===== src/core/scp_pkg.sv =====
// constants, field layouts and carrier types for the system control ports
package scp_pkg;
  // processor i/o addresses
  localparam logic [7:0] SCP_PPI_PORT_A_OUT      = 8'hE0;
  localparam logic [7:0] SCP_PPI_PORT_B_IN       = 8'hE1;
  localparam logic [7:0] SCP_PPI_PORT_C_OUT      = 8'hE2;
  localparam logic [7:0] SCP_PPI_MODE_CONTROL    = 8'hE3;
  localparam logic [7:0] SCP_TIMER_COUNT_0       = 8'hE4;
  localparam logic [7:0] SCP_TIMER_COUNT_1       = 8'hE5;
  localparam logic [7:0] SCP_TIMER_COUNT_2       = 8'hE6;
  localparam logic [7:0] SCP_TIMER_MODE_CONTROL  = 8'hE7;
  localparam logic [7:0] SCP_PIO_PORT_A_DATA     = 8'hE8;
  localparam logic [7:0] SCP_PIO_PORT_A_CONTROL  = 8'hE9;
  localparam logic [7:0] SCP_PIO_PORT_B_DATA     = 8'hEA;
  localparam logic [7:0] SCP_PIO_PORT_B_CONTROL  = 8'hEB;
  localparam logic [7:0] SCP_WO_READ_VALUE       = 8'hFF;
  localparam logic [7:0] SCP_OUT_PORT_RESET      = 8'h00;
  // timing: 31.25 kHz timer input derived from the 100 MHz system clock
  localparam int         SCP_CLK_HZ              = 100000000;
  localparam int         SCP_TICK_HZ             = 31250;
  localparam int         SCP_TICK_CYCLES         = SCP_CLK_HZ / SCP_TICK_HZ;
  // field positions
  localparam int         SCP_PPI_MODESET_BIT     = 7;
  localparam int         SCP_TMR_SEL_LSB         = 6;
  localparam int         SCP_TMR_RW_LSB          = 4;
  localparam int         SCP_TMR_MODE_LSB        = 1;
  localparam int         SCP_PIO_MODE_LSB        = 6;
  localparam int         SCP_PIO_ICW_MASK_BIT    = 4;
  localparam logic [3:0] SCP_PIO_MODE_WORD       = 4'hF;
  localparam logic [3:0] SCP_PIO_ICW_WORD        = 4'h7;
  localparam logic [1:0] SCP_PIO_MODE_OUT        = 2'd0;
  localparam logic [1:0] SCP_PIO_MODE_IN         = 2'd1;
  localparam logic [1:0] SCP_PIO_MODE_BIT        = 2'd3;
  localparam logic [7:0] SCP_PIO_DIR_RESET       = 8'hFF;
  localparam logic [1:0] SCP_TMR_RW_LATCH        = 2'd0;
  localparam logic [1:0] SCP_TMR_RW_LSB_ONLY     = 2'd1;
  localparam logic [1:0] SCP_TMR_RW_MSB_ONLY     = 2'd2;
  localparam logic [1:0] SCP_TMR_RW_BOTH         = 2'd3;
  localparam logic [1:0] SCP_TMR_RW_RESET        = 2'd3;
  localparam logic [2:0] SCP_TMR_MODE_RATE       = 3'd2;
  localparam int         SCP_KEY_ROWS            = 12;

  typedef enum logic [2:0] {
    SCP_PIO_EXPECT_CTRL = 3'b001,
    SCP_PIO_EXPECT_DIR  = 3'b010,
    SCP_PIO_EXPECT_MASK = 3'b100
  } scp_pio_state_t;

  // lamp_cassette_out_port, bit 7 first
  typedef struct packed {
    logic reverse_lamp;
    logic graphic_lamp;
    logic shift_lock_lamp;
    logic screen_invert_n;
    logic tape_stop;
    logic tape_play;
    logic fast_forward;
    logic reel_motor;
  } scp_lamp_cassette_t;

  // cassette_status_in_port, bit 7 first
  typedef struct packed {
    logic       break_in_play;
    logic       tape_read_data;
    logic       cassette_loaded_n;
    logic       write_protect_n;
    logic [2:0] spare;
    logic       blanking;
  } scp_cassette_status_t;

  // cassette_memmap_out_port, bit 7 first
  typedef struct packed {
    logic tape_write_data;
    logic head_read;
    logic wind_latch;
    logic eject_n;
    logic initial_program_load_n;
    logic sound_pulse;
    logic normal_map;
    logic force_blank;
  } scp_cassette_memmap_t;
endpackage : scp_pkg


===== src/core/scp_system_ctrl.sv =====
// system control ports: parallel interface, clock timer chain, keyboard/video controller
`timescale 1ns/1ps
`default_nettype none

// Operation
// - decode E0-E3, E4-E7, E8-EB to three units
// - three 16-bit auto-reloading rate generators
// - counter 0 counts 31.25 kHz, pulses each second
// - counter 1 counts counter 0 pulses
// - counter 2 output toggles as meridiem flag
// - port A bits 7-5 light keyboard lamps
// - port A bit 4 low inverts screen
// - port A bits 3-0 steer cassette deck
// - port B bits 7-4 report cassette status
// - port B bit 0 blanking, bits 3-1 spare
// - port C bit 7 tape data, bit 6 head
// - port C bit 5 wind latch, bit 4 eject
// - port C bit 3 loader, bit 1 normal map
// - port C bit 2 drives sound pulse
// - port C bit 0 forces display blank
// - controller A outputs, B inputs, bit mode
// - controller A bits 7-6 map video memory
// - controller A bit 5 selects 80 columns
// - controller A bit 4 low drops all strobes
// - controller A bits 3-0 give scan row
// - controller B reads selected row key data
// - scan value decoded to 12 row strobes
module scp_system_ctrl (
  input  wire  logic                          mclk_in,          // 100 MHz system clock
  input  wire  logic                          srst_in,          // synchronous reset, high
  input  wire  logic [7:0]                    io_addr_in,       // low i/o address byte
  input  wire  logic [7:0]                    io_wdata_in,      // write data
  input  wire  logic                          io_wr_in,         // one-cycle write strobe
  input  wire  logic                          io_rd_in,         // one-cycle read strobe
  output logic [7:0]                          io_rdata_out,     // read data, next cycle
  output logic                                io_hit_out,       // read decoded here
  input  wire  scp_pkg::scp_cassette_status_t cassette_status_in_port, // status pins
  input  wire  logic [7:0]                    key_data_in,      // keyboard row data pins
  output scp_pkg::scp_lamp_cassette_t         lamp_cassette_out_port,   // lamps, deck
  output scp_pkg::scp_cassette_memmap_t       cassette_memmap_out_port, // tape, map
  output logic                                seconds_pulse_out,   // counter 0 pulse
  output logic                                half_day_pulse_out,  // counter 1 pulse
  output logic                                meridiem_flag_out,   // counter 2 output
  output logic                                vram_high_map_out,   // D000-FFFF to video
  output logic                                vram_low_map_out,    // video at 5000-7FFF
  output logic                                wide_text_out,       // 80 columns
  output logic [11:0]                         key_row_strobe_out   // low selects row
);
  import scp_pkg::*;

  // ---------------- pin synchronisers ----------------
  logic [7:0] status_meta_reg;
  logic [7:0] status_sync_reg;
  logic [7:0] key_meta_reg;
  logic [7:0] key_sync_reg;

  always_ff @(posedge mclk_in) begin
    if (srst_in) begin
      status_meta_reg <= 8'h00;
      status_sync_reg <= 8'h00;
      key_meta_reg    <= 8'h00;
      key_sync_reg    <= 8'h00;
    end else begin
      status_meta_reg <= cassette_status_in_port;
      status_sync_reg <= status_meta_reg;
      key_meta_reg    <= key_data_in;
      key_sync_reg    <= key_meta_reg;
    end
  end

  // ---------------- address decode ----------------
  logic wr_ppi_a, wr_ppi_c, wr_ppi_ctl, wr_tmr_ctl, wr_pio_a;
  logic in_range;

  assign in_range   = io_addr_in >= SCP_PPI_PORT_A_OUT &&
                      io_addr_in <= SCP_PIO_PORT_B_CONTROL;
  assign wr_ppi_a   = io_wr_in && io_addr_in == SCP_PPI_PORT_A_OUT;
  assign wr_ppi_c   = io_wr_in && io_addr_in == SCP_PPI_PORT_C_OUT;
  assign wr_ppi_ctl = io_wr_in && io_addr_in == SCP_PPI_MODE_CONTROL;
  assign wr_tmr_ctl = io_wr_in && io_addr_in == SCP_TIMER_MODE_CONTROL;
  assign wr_pio_a   = io_wr_in && io_addr_in == SCP_PIO_PORT_A_DATA;

  // ---------------- three-port interface ----------------
  logic [7:0] ppi_mode_reg;

  always_ff @(posedge mclk_in) begin
    if (srst_in) begin
      lamp_cassette_out_port   <= SCP_OUT_PORT_RESET;
      cassette_memmap_out_port <= SCP_OUT_PORT_RESET;
      ppi_mode_reg             <= SCP_OUT_PORT_RESET;
    end else if (wr_ppi_a) begin
      lamp_cassette_out_port   <= io_wdata_in;
    end else if (wr_ppi_c) begin
      cassette_memmap_out_port <= io_wdata_in;
    end else if (wr_ppi_ctl) begin
      if (io_wdata_in[SCP_PPI_MODESET_BIT]) begin
        // a mode set word clears the output latches, as the port chip does
        ppi_mode_reg             <= io_wdata_in;
        lamp_cassette_out_port   <= SCP_OUT_PORT_RESET;
        cassette_memmap_out_port <= SCP_OUT_PORT_RESET;
      end else begin
        // single bit set/reset lets software toggle the sound bit cheaply
        cassette_memmap_out_port[io_wdata_in[3:1]] <= io_wdata_in[0];
      end
    end
  end

  // ---------------- timer chain ----------------
  logic [11:0] tick_div_reg;
  logic        tick_reg;
  // the divider runs freely from reset, so a new count meets its first tick at any phase

  always_ff @(posedge mclk_in) begin
    if (srst_in) begin
      tick_div_reg <= 12'h000;
      tick_reg     <= 1'b0;
    end else if (tick_div_reg == 12'(SCP_TICK_CYCLES - 1)) begin
      tick_div_reg <= 12'h000;
      tick_reg     <= 1'b1;
    end else begin
      tick_div_reg <= tick_div_reg + 12'h001;
      tick_reg     <= 1'b0;
    end
  end

  logic [15:0] cnt_reg    [3];
  logic [15:0] reload_reg [3];
  logic [15:0] latch_reg  [3];
  logic [1:0]  rw_reg     [3];
  logic [2:0]  tmode_reg  [3];
  logic [2:0]  loaded_reg;
  logic [2:0]  latched_reg;
  logic [2:0]  wr_hi_reg;
  logic [2:0]  rd_hi_reg;
  logic [2:0]  tmr_en;
  logic [2:0]  tmr_pulse;

  assign tmr_en = {half_day_pulse_out, seconds_pulse_out, tick_reg};

  // picks the byte a counter access touches under its read/write format
  function automatic logic [7:0] tmr_byte(input logic [1:0] rw, input logic hi,
                                          input logic [15:0] v);
    logic msb;
    msb = (rw == SCP_TMR_RW_MSB_ONLY) || (rw == SCP_TMR_RW_BOTH && hi);
    return msb ? v[15:8] : v[7:0];
  endfunction : tmr_byte

  always_comb begin
    for (int i = 0; i < 3; i++) begin
      // a count of 1 ends the period; 0 stands for 65536
      tmr_pulse[i] = tmr_en[i] && loaded_reg[i] && cnt_reg[i] == 16'h0001;
    end
  end

  always_ff @(posedge mclk_in) begin
    if (srst_in) begin
      for (int i = 0; i < 3; i++) begin
        cnt_reg[i]    <= 16'h0000;
        reload_reg[i] <= 16'h0000;
        latch_reg[i]  <= 16'h0000;
        rw_reg[i]     <= SCP_TMR_RW_RESET;
        tmode_reg[i]  <= SCP_TMR_MODE_RATE;
      end
      loaded_reg  <= 3'b000;
      latched_reg <= 3'b000;
      wr_hi_reg   <= 3'b000;
      rd_hi_reg   <= 3'b000;
    end else begin
      for (int i = 0; i < 3; i++) begin
        if (tmr_pulse[i]) begin
          cnt_reg[i] <= reload_reg[i];
        end else if (tmr_en[i] && loaded_reg[i]) begin
          cnt_reg[i] <= cnt_reg[i] - 16'h0001;
        end
        if (io_wr_in && io_addr_in == SCP_TIMER_COUNT_0 + 8'(i)) begin
          case (rw_reg[i])
            SCP_TMR_RW_LSB_ONLY: begin
              reload_reg[i] <= {8'h00, io_wdata_in};
              cnt_reg[i]    <= {8'h00, io_wdata_in};
              loaded_reg[i] <= 1'b1;
            end
            SCP_TMR_RW_MSB_ONLY: begin
              reload_reg[i] <= {io_wdata_in, 8'h00};
              cnt_reg[i]    <= {io_wdata_in, 8'h00};
              loaded_reg[i] <= 1'b1;
            end
            default: begin
              // counting halts between the two bytes of a new count
              if (wr_hi_reg[i]) begin
                reload_reg[i] <= {io_wdata_in, reload_reg[i][7:0]};
                cnt_reg[i]    <= {io_wdata_in, reload_reg[i][7:0]};
                loaded_reg[i] <= 1'b1;
              end else begin
                reload_reg[i][7:0] <= io_wdata_in;
                loaded_reg[i]      <= 1'b0;
              end
              wr_hi_reg[i] <= ~wr_hi_reg[i];
            end
          endcase
        end
        if (io_rd_in && io_addr_in == SCP_TIMER_COUNT_0 + 8'(i)) begin
          if (rw_reg[i] == SCP_TMR_RW_BOTH) begin
            rd_hi_reg[i] <= ~rd_hi_reg[i];
          end
          if (rw_reg[i] != SCP_TMR_RW_BOTH || rd_hi_reg[i]) begin
            latched_reg[i] <= 1'b0;
          end
        end
        if (wr_tmr_ctl && io_wdata_in[SCP_TMR_SEL_LSB +: 2] == 2'(i)) begin
          if (io_wdata_in[SCP_TMR_RW_LSB +: 2] == SCP_TMR_RW_LATCH) begin
            if (!latched_reg[i]) begin
              latch_reg[i]   <= cnt_reg[i];
              latched_reg[i] <= 1'b1;
            end
          end else begin
            // every counter runs as a rate generator; the mode field is only kept
            rw_reg[i]      <= io_wdata_in[SCP_TMR_RW_LSB +: 2];
            tmode_reg[i]   <= io_wdata_in[SCP_TMR_MODE_LSB +: 3];
            loaded_reg[i]  <= 1'b0;
            latched_reg[i] <= 1'b0;
            wr_hi_reg[i]   <= 1'b0;
            rd_hi_reg[i]   <= 1'b0;
          end
        end
      end
    end
  end

  always_ff @(posedge mclk_in) begin
    if (srst_in) begin
      seconds_pulse_out  <= 1'b0;
      half_day_pulse_out <= 1'b0;
      meridiem_flag_out  <= 1'b0;
    end else begin
      seconds_pulse_out  <= tmr_pulse[0];
      half_day_pulse_out <= tmr_pulse[1];
      if (tmr_pulse[2]) begin
        meridiem_flag_out <= ~meridiem_flag_out;
      end
    end
  end

  // ---------------- keyboard / video controller ----------------
  scp_pio_state_t pio_state_reg [2];
  logic [1:0]     pio_mode_reg  [2];
  logic [7:0]     pio_dir_reg   [2];
  logic [7:0]     pio_a_data_reg;
  logic [7:0]     pio_a_drive;
  logic [7:0]     pio_b_read;

  always_ff @(posedge mclk_in) begin
    if (srst_in) begin
      pio_a_data_reg <= SCP_OUT_PORT_RESET;
    end else if (wr_pio_a) begin
      pio_a_data_reg <= io_wdata_in;
    end
  end

  always_ff @(posedge mclk_in) begin
    if (srst_in) begin
      for (int p = 0; p < 2; p++) begin
        pio_state_reg[p] <= SCP_PIO_EXPECT_CTRL;
        pio_mode_reg[p]  <= SCP_PIO_MODE_IN;
        pio_dir_reg[p]   <= SCP_PIO_DIR_RESET;
      end
    end else begin
      for (int p = 0; p < 2; p++) begin
        if (io_wr_in && io_addr_in == (p == 0 ? SCP_PIO_PORT_A_CONTROL
                                              : SCP_PIO_PORT_B_CONTROL)) begin
          case (pio_state_reg[p])
            SCP_PIO_EXPECT_CTRL: begin
              if (io_wdata_in[3:0] == SCP_PIO_MODE_WORD) begin
                pio_mode_reg[p] <= io_wdata_in[SCP_PIO_MODE_LSB +: 2];
                if (io_wdata_in[SCP_PIO_MODE_LSB +: 2] == SCP_PIO_MODE_BIT) begin
                  pio_state_reg[p] <= SCP_PIO_EXPECT_DIR;
                end
              end else if (io_wdata_in[3:0] == SCP_PIO_ICW_WORD &&
                           io_wdata_in[SCP_PIO_ICW_MASK_BIT]) begin
                // interrupt logic is not built; its mask byte is swallowed
                pio_state_reg[p] <= SCP_PIO_EXPECT_MASK;
              end
            end
            SCP_PIO_EXPECT_DIR: begin
              pio_dir_reg[p]   <= io_wdata_in;
              pio_state_reg[p] <= SCP_PIO_EXPECT_CTRL;
            end
            SCP_PIO_EXPECT_MASK: begin
              pio_state_reg[p] <= SCP_PIO_EXPECT_CTRL;
            end
            default: begin
              pio_state_reg[p] <= SCP_PIO_EXPECT_CTRL;
            end
          endcase
        end
      end
    end
  end

  // bits set as inputs, or an input-mode port, drive low
  always_comb begin
    case (pio_mode_reg[0])
      SCP_PIO_MODE_OUT: pio_a_drive = pio_a_data_reg;
      SCP_PIO_MODE_BIT: pio_a_drive = pio_a_data_reg & ~pio_dir_reg[0];
      default:          pio_a_drive = 8'h00;
    endcase
  end

  // in bit mode only bits set as inputs carry key data; port b has no output latch to show
  always_comb begin
    case (pio_mode_reg[1])
      SCP_PIO_MODE_BIT: pio_b_read = key_sync_reg & pio_dir_reg[1];
      default:          pio_b_read = key_sync_reg;
    endcase
  end

  // one row low per scan value; values 12 to 15 select no row
  function automatic logic [11:0] row_decode(input logic gate, input logic [3:0] row);
    logic [11:0] lines;
    lines = 12'hFFF;
    if (!gate) begin
      lines = 12'h000;
    end else if (row < 4'(SCP_KEY_ROWS)) begin
      lines[row] = 1'b0;
    end
    return lines;
  endfunction : row_decode

  always_ff @(posedge mclk_in) begin
    if (srst_in) begin
      vram_high_map_out  <= 1'b0;
      vram_low_map_out   <= 1'b0;
      wide_text_out      <= 1'b0;
      key_row_strobe_out <= 12'h000;
    end else begin
      vram_high_map_out  <= pio_a_drive[7];
      vram_low_map_out   <= pio_a_drive[6];
      wide_text_out      <= pio_a_drive[5];
      key_row_strobe_out <= row_decode(pio_a_drive[4], pio_a_drive[3:0]);
    end
  end

  // ---------------- read path ----------------
  always_ff @(posedge mclk_in) begin
    if (srst_in) begin
      io_rdata_out <= 8'h00;
      io_hit_out   <= 1'b0;
    end else begin
      io_hit_out <= io_rd_in && in_range;
      if (io_rd_in) begin
        case (io_addr_in)
          SCP_PPI_PORT_A_OUT:  io_rdata_out <= lamp_cassette_out_port;
          SCP_PPI_PORT_B_IN:   io_rdata_out <= status_sync_reg;
          SCP_PPI_PORT_C_OUT:  io_rdata_out <= cassette_memmap_out_port;
          SCP_TIMER_COUNT_0, SCP_TIMER_COUNT_1, SCP_TIMER_COUNT_2: begin
            io_rdata_out <= tmr_byte(rw_reg[io_addr_in[1:0]], rd_hi_reg[io_addr_in[1:0]],
                                     latched_reg[io_addr_in[1:0]] ?
                                     latch_reg[io_addr_in[1:0]] :
                                     cnt_reg[io_addr_in[1:0]]);
          end
          SCP_PIO_PORT_A_DATA: io_rdata_out <= pio_a_data_reg;
          SCP_PIO_PORT_B_DATA: io_rdata_out <= pio_b_read;
          default:             io_rdata_out <= in_range ? SCP_WO_READ_VALUE : 8'h00;
        endcase
      end
    end
  end

endmodule : scp_system_ctrl
`default_nettype wire


===== config.mk =====
export PLATFORM = sky130hd
export DESIGN_NAME = scp_system_ctrl
export DESIGN_NICKNAME = d
export VERILOG_FILES = /design/src/core/scp_pkg.sv /design/src/core/scp_system_ctrl.sv
export SDC_FILE = /design/constraint.sdc
export NUM_CORES = 1
export LEC_CHECK = 0
export ABC_AREA = 1
export BUFFER_PORTS_ARGS = -buffer_cell sky130_fd_sc_hd__buf_2
export CELL_PAD_IN_SITES_DETAIL_PLACEMENT = 2
export CELL_PAD_IN_SITES_GLOBAL_PLACEMENT = 2
export CORE_MARGIN = 8
export CORE_UTILIZATION = 25
export DETAILED_ROUTE_END_ITERATION = 12
export PLACE_DENSITY_LB_ADDON = 0.1
export SYNTH_ARGS = -nofsm -noshare
export SYNTH_HDL_FRONTEND = slang
export SYNTH_SLANG_ARGS = --single-unit

===== constraint.sdc =====
create_clock -name mclk_in -period 2.5 [get_ports mclk_in]
set_input_delay 0.25 -clock mclk_in [delete_from_list [all_inputs] [get_ports mclk_in]]
set_output_delay 0.25 -clock mclk_in [all_outputs]
set_load 0.005 [all_outputs]

==> results of run 1 <==
-- tightest hold or removal path, delay by kind of cell --
family	cells	cell delay (ps)
buffers and inverters	1	130
AND/OR/NAND/NOR	2	110
AO/OA/AOI/OAI	1	110
-- cell usage in the layout (no fill, tap or decap), drive strengths merged, types with 3 or more instances in the layout --
cell type / synthesis / routed
nand2: 584 / 584
nor2: 365 / 365
inv: 303 / 303
buf: 34 / 201
edfxtp: 175 / 175
nand3: 157 / 157
dfxtp: 109 / 109
o21ai: 95 / 95
a21oi: 53 / 53
clkbuf: 34 / 48
ha: 27 / 27
nand4: 22 / 22
xor2: 20 / 20
nor3: 20 / 20
clkinv: 3 / 20
dlygate4sd3: 0 / 17
or2: 16 / 16
a211oi: 12 / 12
o21a: 10 / 10
xnor2: 7 / 7
o211ai: 7 / 7
nand3b: 4 / 4
a31oi: 3 / 3
bufinv: 0 / 3
nor4: 3 / 3
-- layer usage --
layer	vias to the layer above	track usage (%)	wire length (µm)
li1	6934	-	-
met1	7026	24.5	30300
met2	208	33.0	32400
met3	85	2.45	2190
met4	2	4.91	1670
met5	-	0	12
-- worst max path at each step --
| stage | start | slack (ps) | endpoint | cells after the start |
|---|---|---|---|---|
| 6_report | cnt_reg[2][8]$_DFFE_PP_ | 100 | cnt_reg[2][12]$_DFFE_PP_ | 10 |
| 5_1_grt | cnt_reg[2][8]$_DFFE_PP_ | -20 | cnt_reg[2][9]$_DFFE_PP_ | 10 |
| 4_1_cts | cnt_reg[2][8]$_DFFE_PP_ | 2 | cnt_reg[2][8]$_DFFE_PP_ | 10 |
| 3_5_place_dp | cnt_reg[2][8]$_DFFE_PP_ | 20 | cnt_reg[2][8]$_DFFE_PP_ | 10 |
| 3_3_place_gp | cnt_reg[2][8]$_DFFE_PP_ | 70 | cnt_reg[2][8]$_DFFE_PP_ | 10 |
| 2_1_floorplan | rw_reg[1][0]$_DFFE_PP_ | 60 | cnt_reg[1][0]$_SDFFCE_PP0P_ | 8 |
-- power breakdown --
part	internal (mW)	total, mW	switching [mW]
clock network	3.34	5.67	2.33
logic	0.301	0.958	0.657
registers	5.08	5.16	0.0782
total	8.72	11.8	3.07
-- layout make-up --
cell class,count,area (µm²)
fillers,7088,42400
flip-flops and latches,284,7440
multi-input cells,1416,6540
repair buffers,218,1570
inverters,306,1150
clock buffers,48,1050
well taps,790,988
clock inverters,20,248
diodes,2,5.00
-- repair_timing --
action                     4_1_cts  5_1_grt
gates resized for setup          0        7
hold buffers                    17        0
setup endpoints to repair        0       47
hold endpoints to repair        17        0
-- through the flow --
stage | hold slack [ps] | total power, mW | TNS (ps) | instances | cell area [µm²]
floorplan | 357 | 5.72 | 0 | 2074 | 15400
CTS | 31.3 | 12.0 | 0 | 3082 | 19000
detailed placement | 403 | 6.21 | 0 | 2997 | 17500
global route | 92.8 | 12.2 | -25.3 | 3082 | 19000
finish | 68.0 | 11.8 | 0 | 3084 | 19000
global placement | 390 | 6.19 | 0 | 2997 | 17500
-- kinds of logic (layout without fill, tap and decap cells) --
kind of cell | count (synthesis) | after routing | synth area share (%)
compound gates | 187 | 187 | 6.77
simple gates | 1173 | 1173 | 31.6
fa+ha+maj | 27 | 27 | 2.19
other cells | 0 | 2 | 0
flops | 284 | 284 | 48.2
mux | 2 | 2 | 0.146
xor+xnor | 27 | 27 | 1.53
buf+inv | 374 | 592 | 9.56
==> reports/results.tsv, run 1 <==
metric	value	unit
io_pins	79	
ys_ff_latch	284	
hp-start	io_addr_in[2]	
crit_family	simple AND/OR/NAND/NOR gates	
relSlewSlack	44.2	%
start_kind	flop	
numCtsBuffers	37	
ir_worst_vdd	0.435	mV
leakage	8.79	nW
rr_startpoint	cnt_reg[2][8]$_DFFE_PP_	
path_class	flop to flop	
antenna_found_initial	2	
via_per_inst	4.62	
wl_per_cell	21.6	µm
setup_ws	104	ps
crit_chain	nor2_1 -> nand2_1 -> nor2_1 -> nand3_2 -> nor2_1 -> inv_1 -> nand2_4 -> buf_12 -> nand2_1 -> nand2_1	
die_w	264	µm
yosysSeqAreaShare	48.2	%
io_buffers	78	
worstPathMaxFanout	44	
area_growth	23.1	%
worstMarginPinSlew	834	ps
yosys_warnings	0	
insertion_delay	590	ps
setup_viol	0	
min_path_type	input pin to flop	
synth_top_area_share	34.1	%
dr.pass1.iters	5	
clock.fmax	417	MHz
synth_area_per_cell	7.44	µm²
drt_iter0_markers	664	
initial_core_util	25.1	%
utilization	30.9	%
endpoint_kind	flop	
holdPathEnd	io_hit_out$_SDFF_PP0_	
synth_edf_count	175	
r2r-end	cnt_reg[2][12]$_DFFE_PP_	
cp_slowest_stage_delay	460	ps
gp_congestion	0.815	
grt_max_degree	49	
yosysMostFrequentCell	nand2_1	
min_period_over_period	95.8	%
synth_async_sr_flop_share	0	%
drt_wl_total	66.6	mm
min_period	2400	ps
drv_slew	0	
finalHoldViolations	0	
crit_arrival	2830	ps
yosysTopAreaCell	edfxtp_1	
cp_data_required_time	2930	ps
r2r_slack	100	ps
syn_inst	2074	
hpwl	51.8	mm
worst-path-buf-inv	2	
die_h	264	µm
grt_util_all_layers	18.9	%
cts_buffer_depth	3	
dieArea	69900	µm²
syn_nets	2137	
reg2regPathDepth	10	
clock-sinks	284	
drc	0	
fin_nets	2326	
synth_commonest_cells	575 x nand2_1, 350 x nor2_1, 255 x inv_1	
whs_path_depth	4	
slowest_stage	edfxtp_1	
gr-total-overflow	0	
fin_skew	29.4	ps
drtAntennaViolNets	0	
grt_pass1_wl	101	mm
clkSlewWorstSetupHoldPaths	60	ps
synthTopCellsByArea	edfxtp_1 34%, dfxtp_1 14%, nand2_1 14%	
place_ws	17.1	ps
ys.flop_type	edfxtp_1	
synth_cell_types	45	
max_cap_violations	0	
drive_above_1_share	16.1	%
coreArea	61400	µm²
powerDensity	620	nW/µm²
outcome	finished clean	
synth_area	15400	µm²
grt_pass1_vias	15800	
cts_tree	built	
cts.root.buffer_cell	clkbuf_16	
htree_levels	2	
rows	91	
vias	14300	
cts_setup_buffers	0	
No activity file was read; power rests on OpenSTA's default activity.
==> run 2, diff against run 1 <==
--- a/config.mk
+++ b/config.mk
@@ -13,6 +13,8 @@
 export CORE_UTILIZATION = 25
 export DETAILED_ROUTE_END_ITERATION = 12
 export PLACE_DENSITY_LB_ADDON = 0.1
+export REMOVE_ABC_BUFFERS = 1
 export SYNTH_ARGS = -nofsm -noshare
 export SYNTH_HDL_FRONTEND = slang
 export SYNTH_SLANG_ARGS = --single-unit
+export TNS_END_PERCENT = 5
==> run 2 against run 1 <==
Worst hold slack better by 12 ps. Non-clock buffer count up 11. Power is 2.9% lower. Largest power group unchanged. Clock skew decreased by 14 ps. Design area is 0.16% higher. Clock power is 6.2% lower. Critical path depth grew 2. Critical path type unchanged. Flip-flop and latch count is the same.
==> reports/results.tsv, run 2 (same netlist as run 1, synthesis figures left out) <==
metric	value	unit
grt_setup_unrepaired	yes	
r2r-end	reload_reg[0][5]$_SDFFCE_PP0P_	
r2r_slack	120	ps
setup_ws	124	ps
finalSetupTns	0	ps
path_class	flop to flop	
rr_startpoint	rw_reg[0][0]$_DFFE_PP_	
gp_congestion	0.794	
clkSlewWorstSetupHoldPaths	60	ps
worst_hold_slack	79.5	ps
min_path_type	input pin to flop	
holdPathEnd	lamp_cassette_out_port[0]$_SDFFE_PP0P_	
initial_core_util	25.1	%
final_cell_mix	574 x nand2_1, 348 x nor2_1, 254 x inv_1, 175 x edfxtp_1, 150 x nand3_1	
ir_worst_vdd	0.378	mV
io_buffers	78	
layout_commonest_cell	nand2_1	
grt_pass1_vias	15400	
start_kind	flop	
die_w	264	µm
dpl_cell_area	17600	µm²
drt_iter0_markers	667	
diodes	0	
cp-startpoint	rw_reg[0][0]$_DFFE_PP_	
finalHoldViolations	0	
layout.cells.non_filler	3094	
grt_pass1_wl	99.1	mm
fin_nets	2338	
grt_max_degree	60	
coreArea	61400	µm²
io_pins	79	
area_growth	23.3	%
drv_slew	0	
die_h	264	µm
insertion_delay	560	ps
crit_arrival	2670	ps
min_period_over_period	95.0	%
max_cap_violations	0	
reg2regPathDepth	12	
via_per_inst	4.63	
relSlewSlack	54.9	%
vias	14300	
dr.pass1.iters	5	
gr-total-overflow	0	
n_fill_cell	7095	
setup_viol	0	
grt_util_all_layers	18.6	%
endpoint_kind	flop	
rows	91	
power	11.4	mW
leakage	8.83	nW
drtAntennaViolNets	0	
worstPathMaxFanout	7	
cts.root.buffer_cell	clkbuf_16	
min_period	2380	ps
drive_above_1_share	16.5	%
place_ws	7.02	ps
clock-sinks	284	
whs_path_depth	3	
htree_levels	2	
fin_skew	15.5	ps
cts_setup_buffers	0	
drt_wl_total	65.5	mm
cts_buffer_depth	3	
wl_per_cell	21.2	µm
cts_tree	built	
worstMarginPinSlew	676	ps
drc	0	
hp-start	io_wdata_in[0]	
cp_data_required_time	2790	ps
antenna_found_initial	1	
outcome	finished clean	
fin_area	19000	µm²
clock.fmax	421	MHz
hpwl	51.7	mm
numCtsBuffers	38	
placedCellCount	3008	
utilization	31.0	%
dieArea	69900	µm²
powerDensity	601	nW/µm²
==> run 2: changes by cell type in the layout (fill, tap and decap cells not counted), moves of 2 or more <==
cell       previous run  this run
buf_4               117       125
bufinv_16             3         0
clkinv_16             3         0
buf_12                7         9
diode_2               2         0
inv_6                 0         2
nand2_2              10         8
==> run 2: routing by layer <==
| layer | GRT usage, % | wire (µm) |
|---|---|---|
| met5 | 0 | 13 |
| met1 | 25.9 | 32100 |
| met2 | 30.5 | 30000 |
| met4 | 4.42 | 1480 |
| met3 | 2.33 | 1940 |
==> run 2: final cells by class <==
type | instances | area (µm²) | area share (%)
repair buffers | 229 | 1690 | 8.86
inverters | 306 | 1150 | 6.04
clock inverters | 19 | 118 | 0.618
flip-flops and latches | 284 | 7440 | 39.1
clock buffers | 50 | 1090 | 5.72
well taps | 790 | 988 | 5.20
multi-input cells | 1416 | 6560 | 34.5
==> run 2: what timing repair did <==
item,in CTS,in global routing
resized for setup,1,9
endpoints found under the setup margin,8,76
hold endpoints to repair,19,0
hold buffers,17,0
pin swaps,0,1
cloned,0,0
==> run 2: worst max path at each step <==
stage / endpoint / depth (start not counted)
final: reload_reg[0][5]$_SDFFCE_PP0P_ / 12
after global routing: reload_reg[0][7]$_SDFFCE_PP0P_ / 12
after CTS: reload_reg[0][7]$_SDFFCE_PP0P_ / 12
after detailed placement: reload_reg[2][4]$_DFFE_PP_ / 10
after global placement: reload_reg[0][6]$_SDFFCE_PP0P_ / 8
after floorplan: cnt_reg[1][8]$_SDFFCE_PP0P_ / 10
==> run 2: critical path: stages (launching register included) <==
cell and delay (ps):
edfxtp_1 400, inv_1 90, ha_1 250, ha_1 220
nor2_1 110, nor2_1 80, o21ai_2 240, nand2_1 120
nor2_2 160, nand2_4 130, buf_4 190, nand2_1 80
nor2_1 40
==> run 2: power by group <==
| group | total [mW] | leakage, nW | internal [mW] | switching [mW] |
|---|---|---|---|---|
| combinational | 0.970 | 5.59 | 0.308 | 0.663 |
| sequential | 5.15 | 2.64 | 5.08 | 0.0722 |
| clock | 5.32 | 0.601 | 3.08 | 2.23 |
| total | 11.4 | 8.83 | 8.47 | 2.97 |
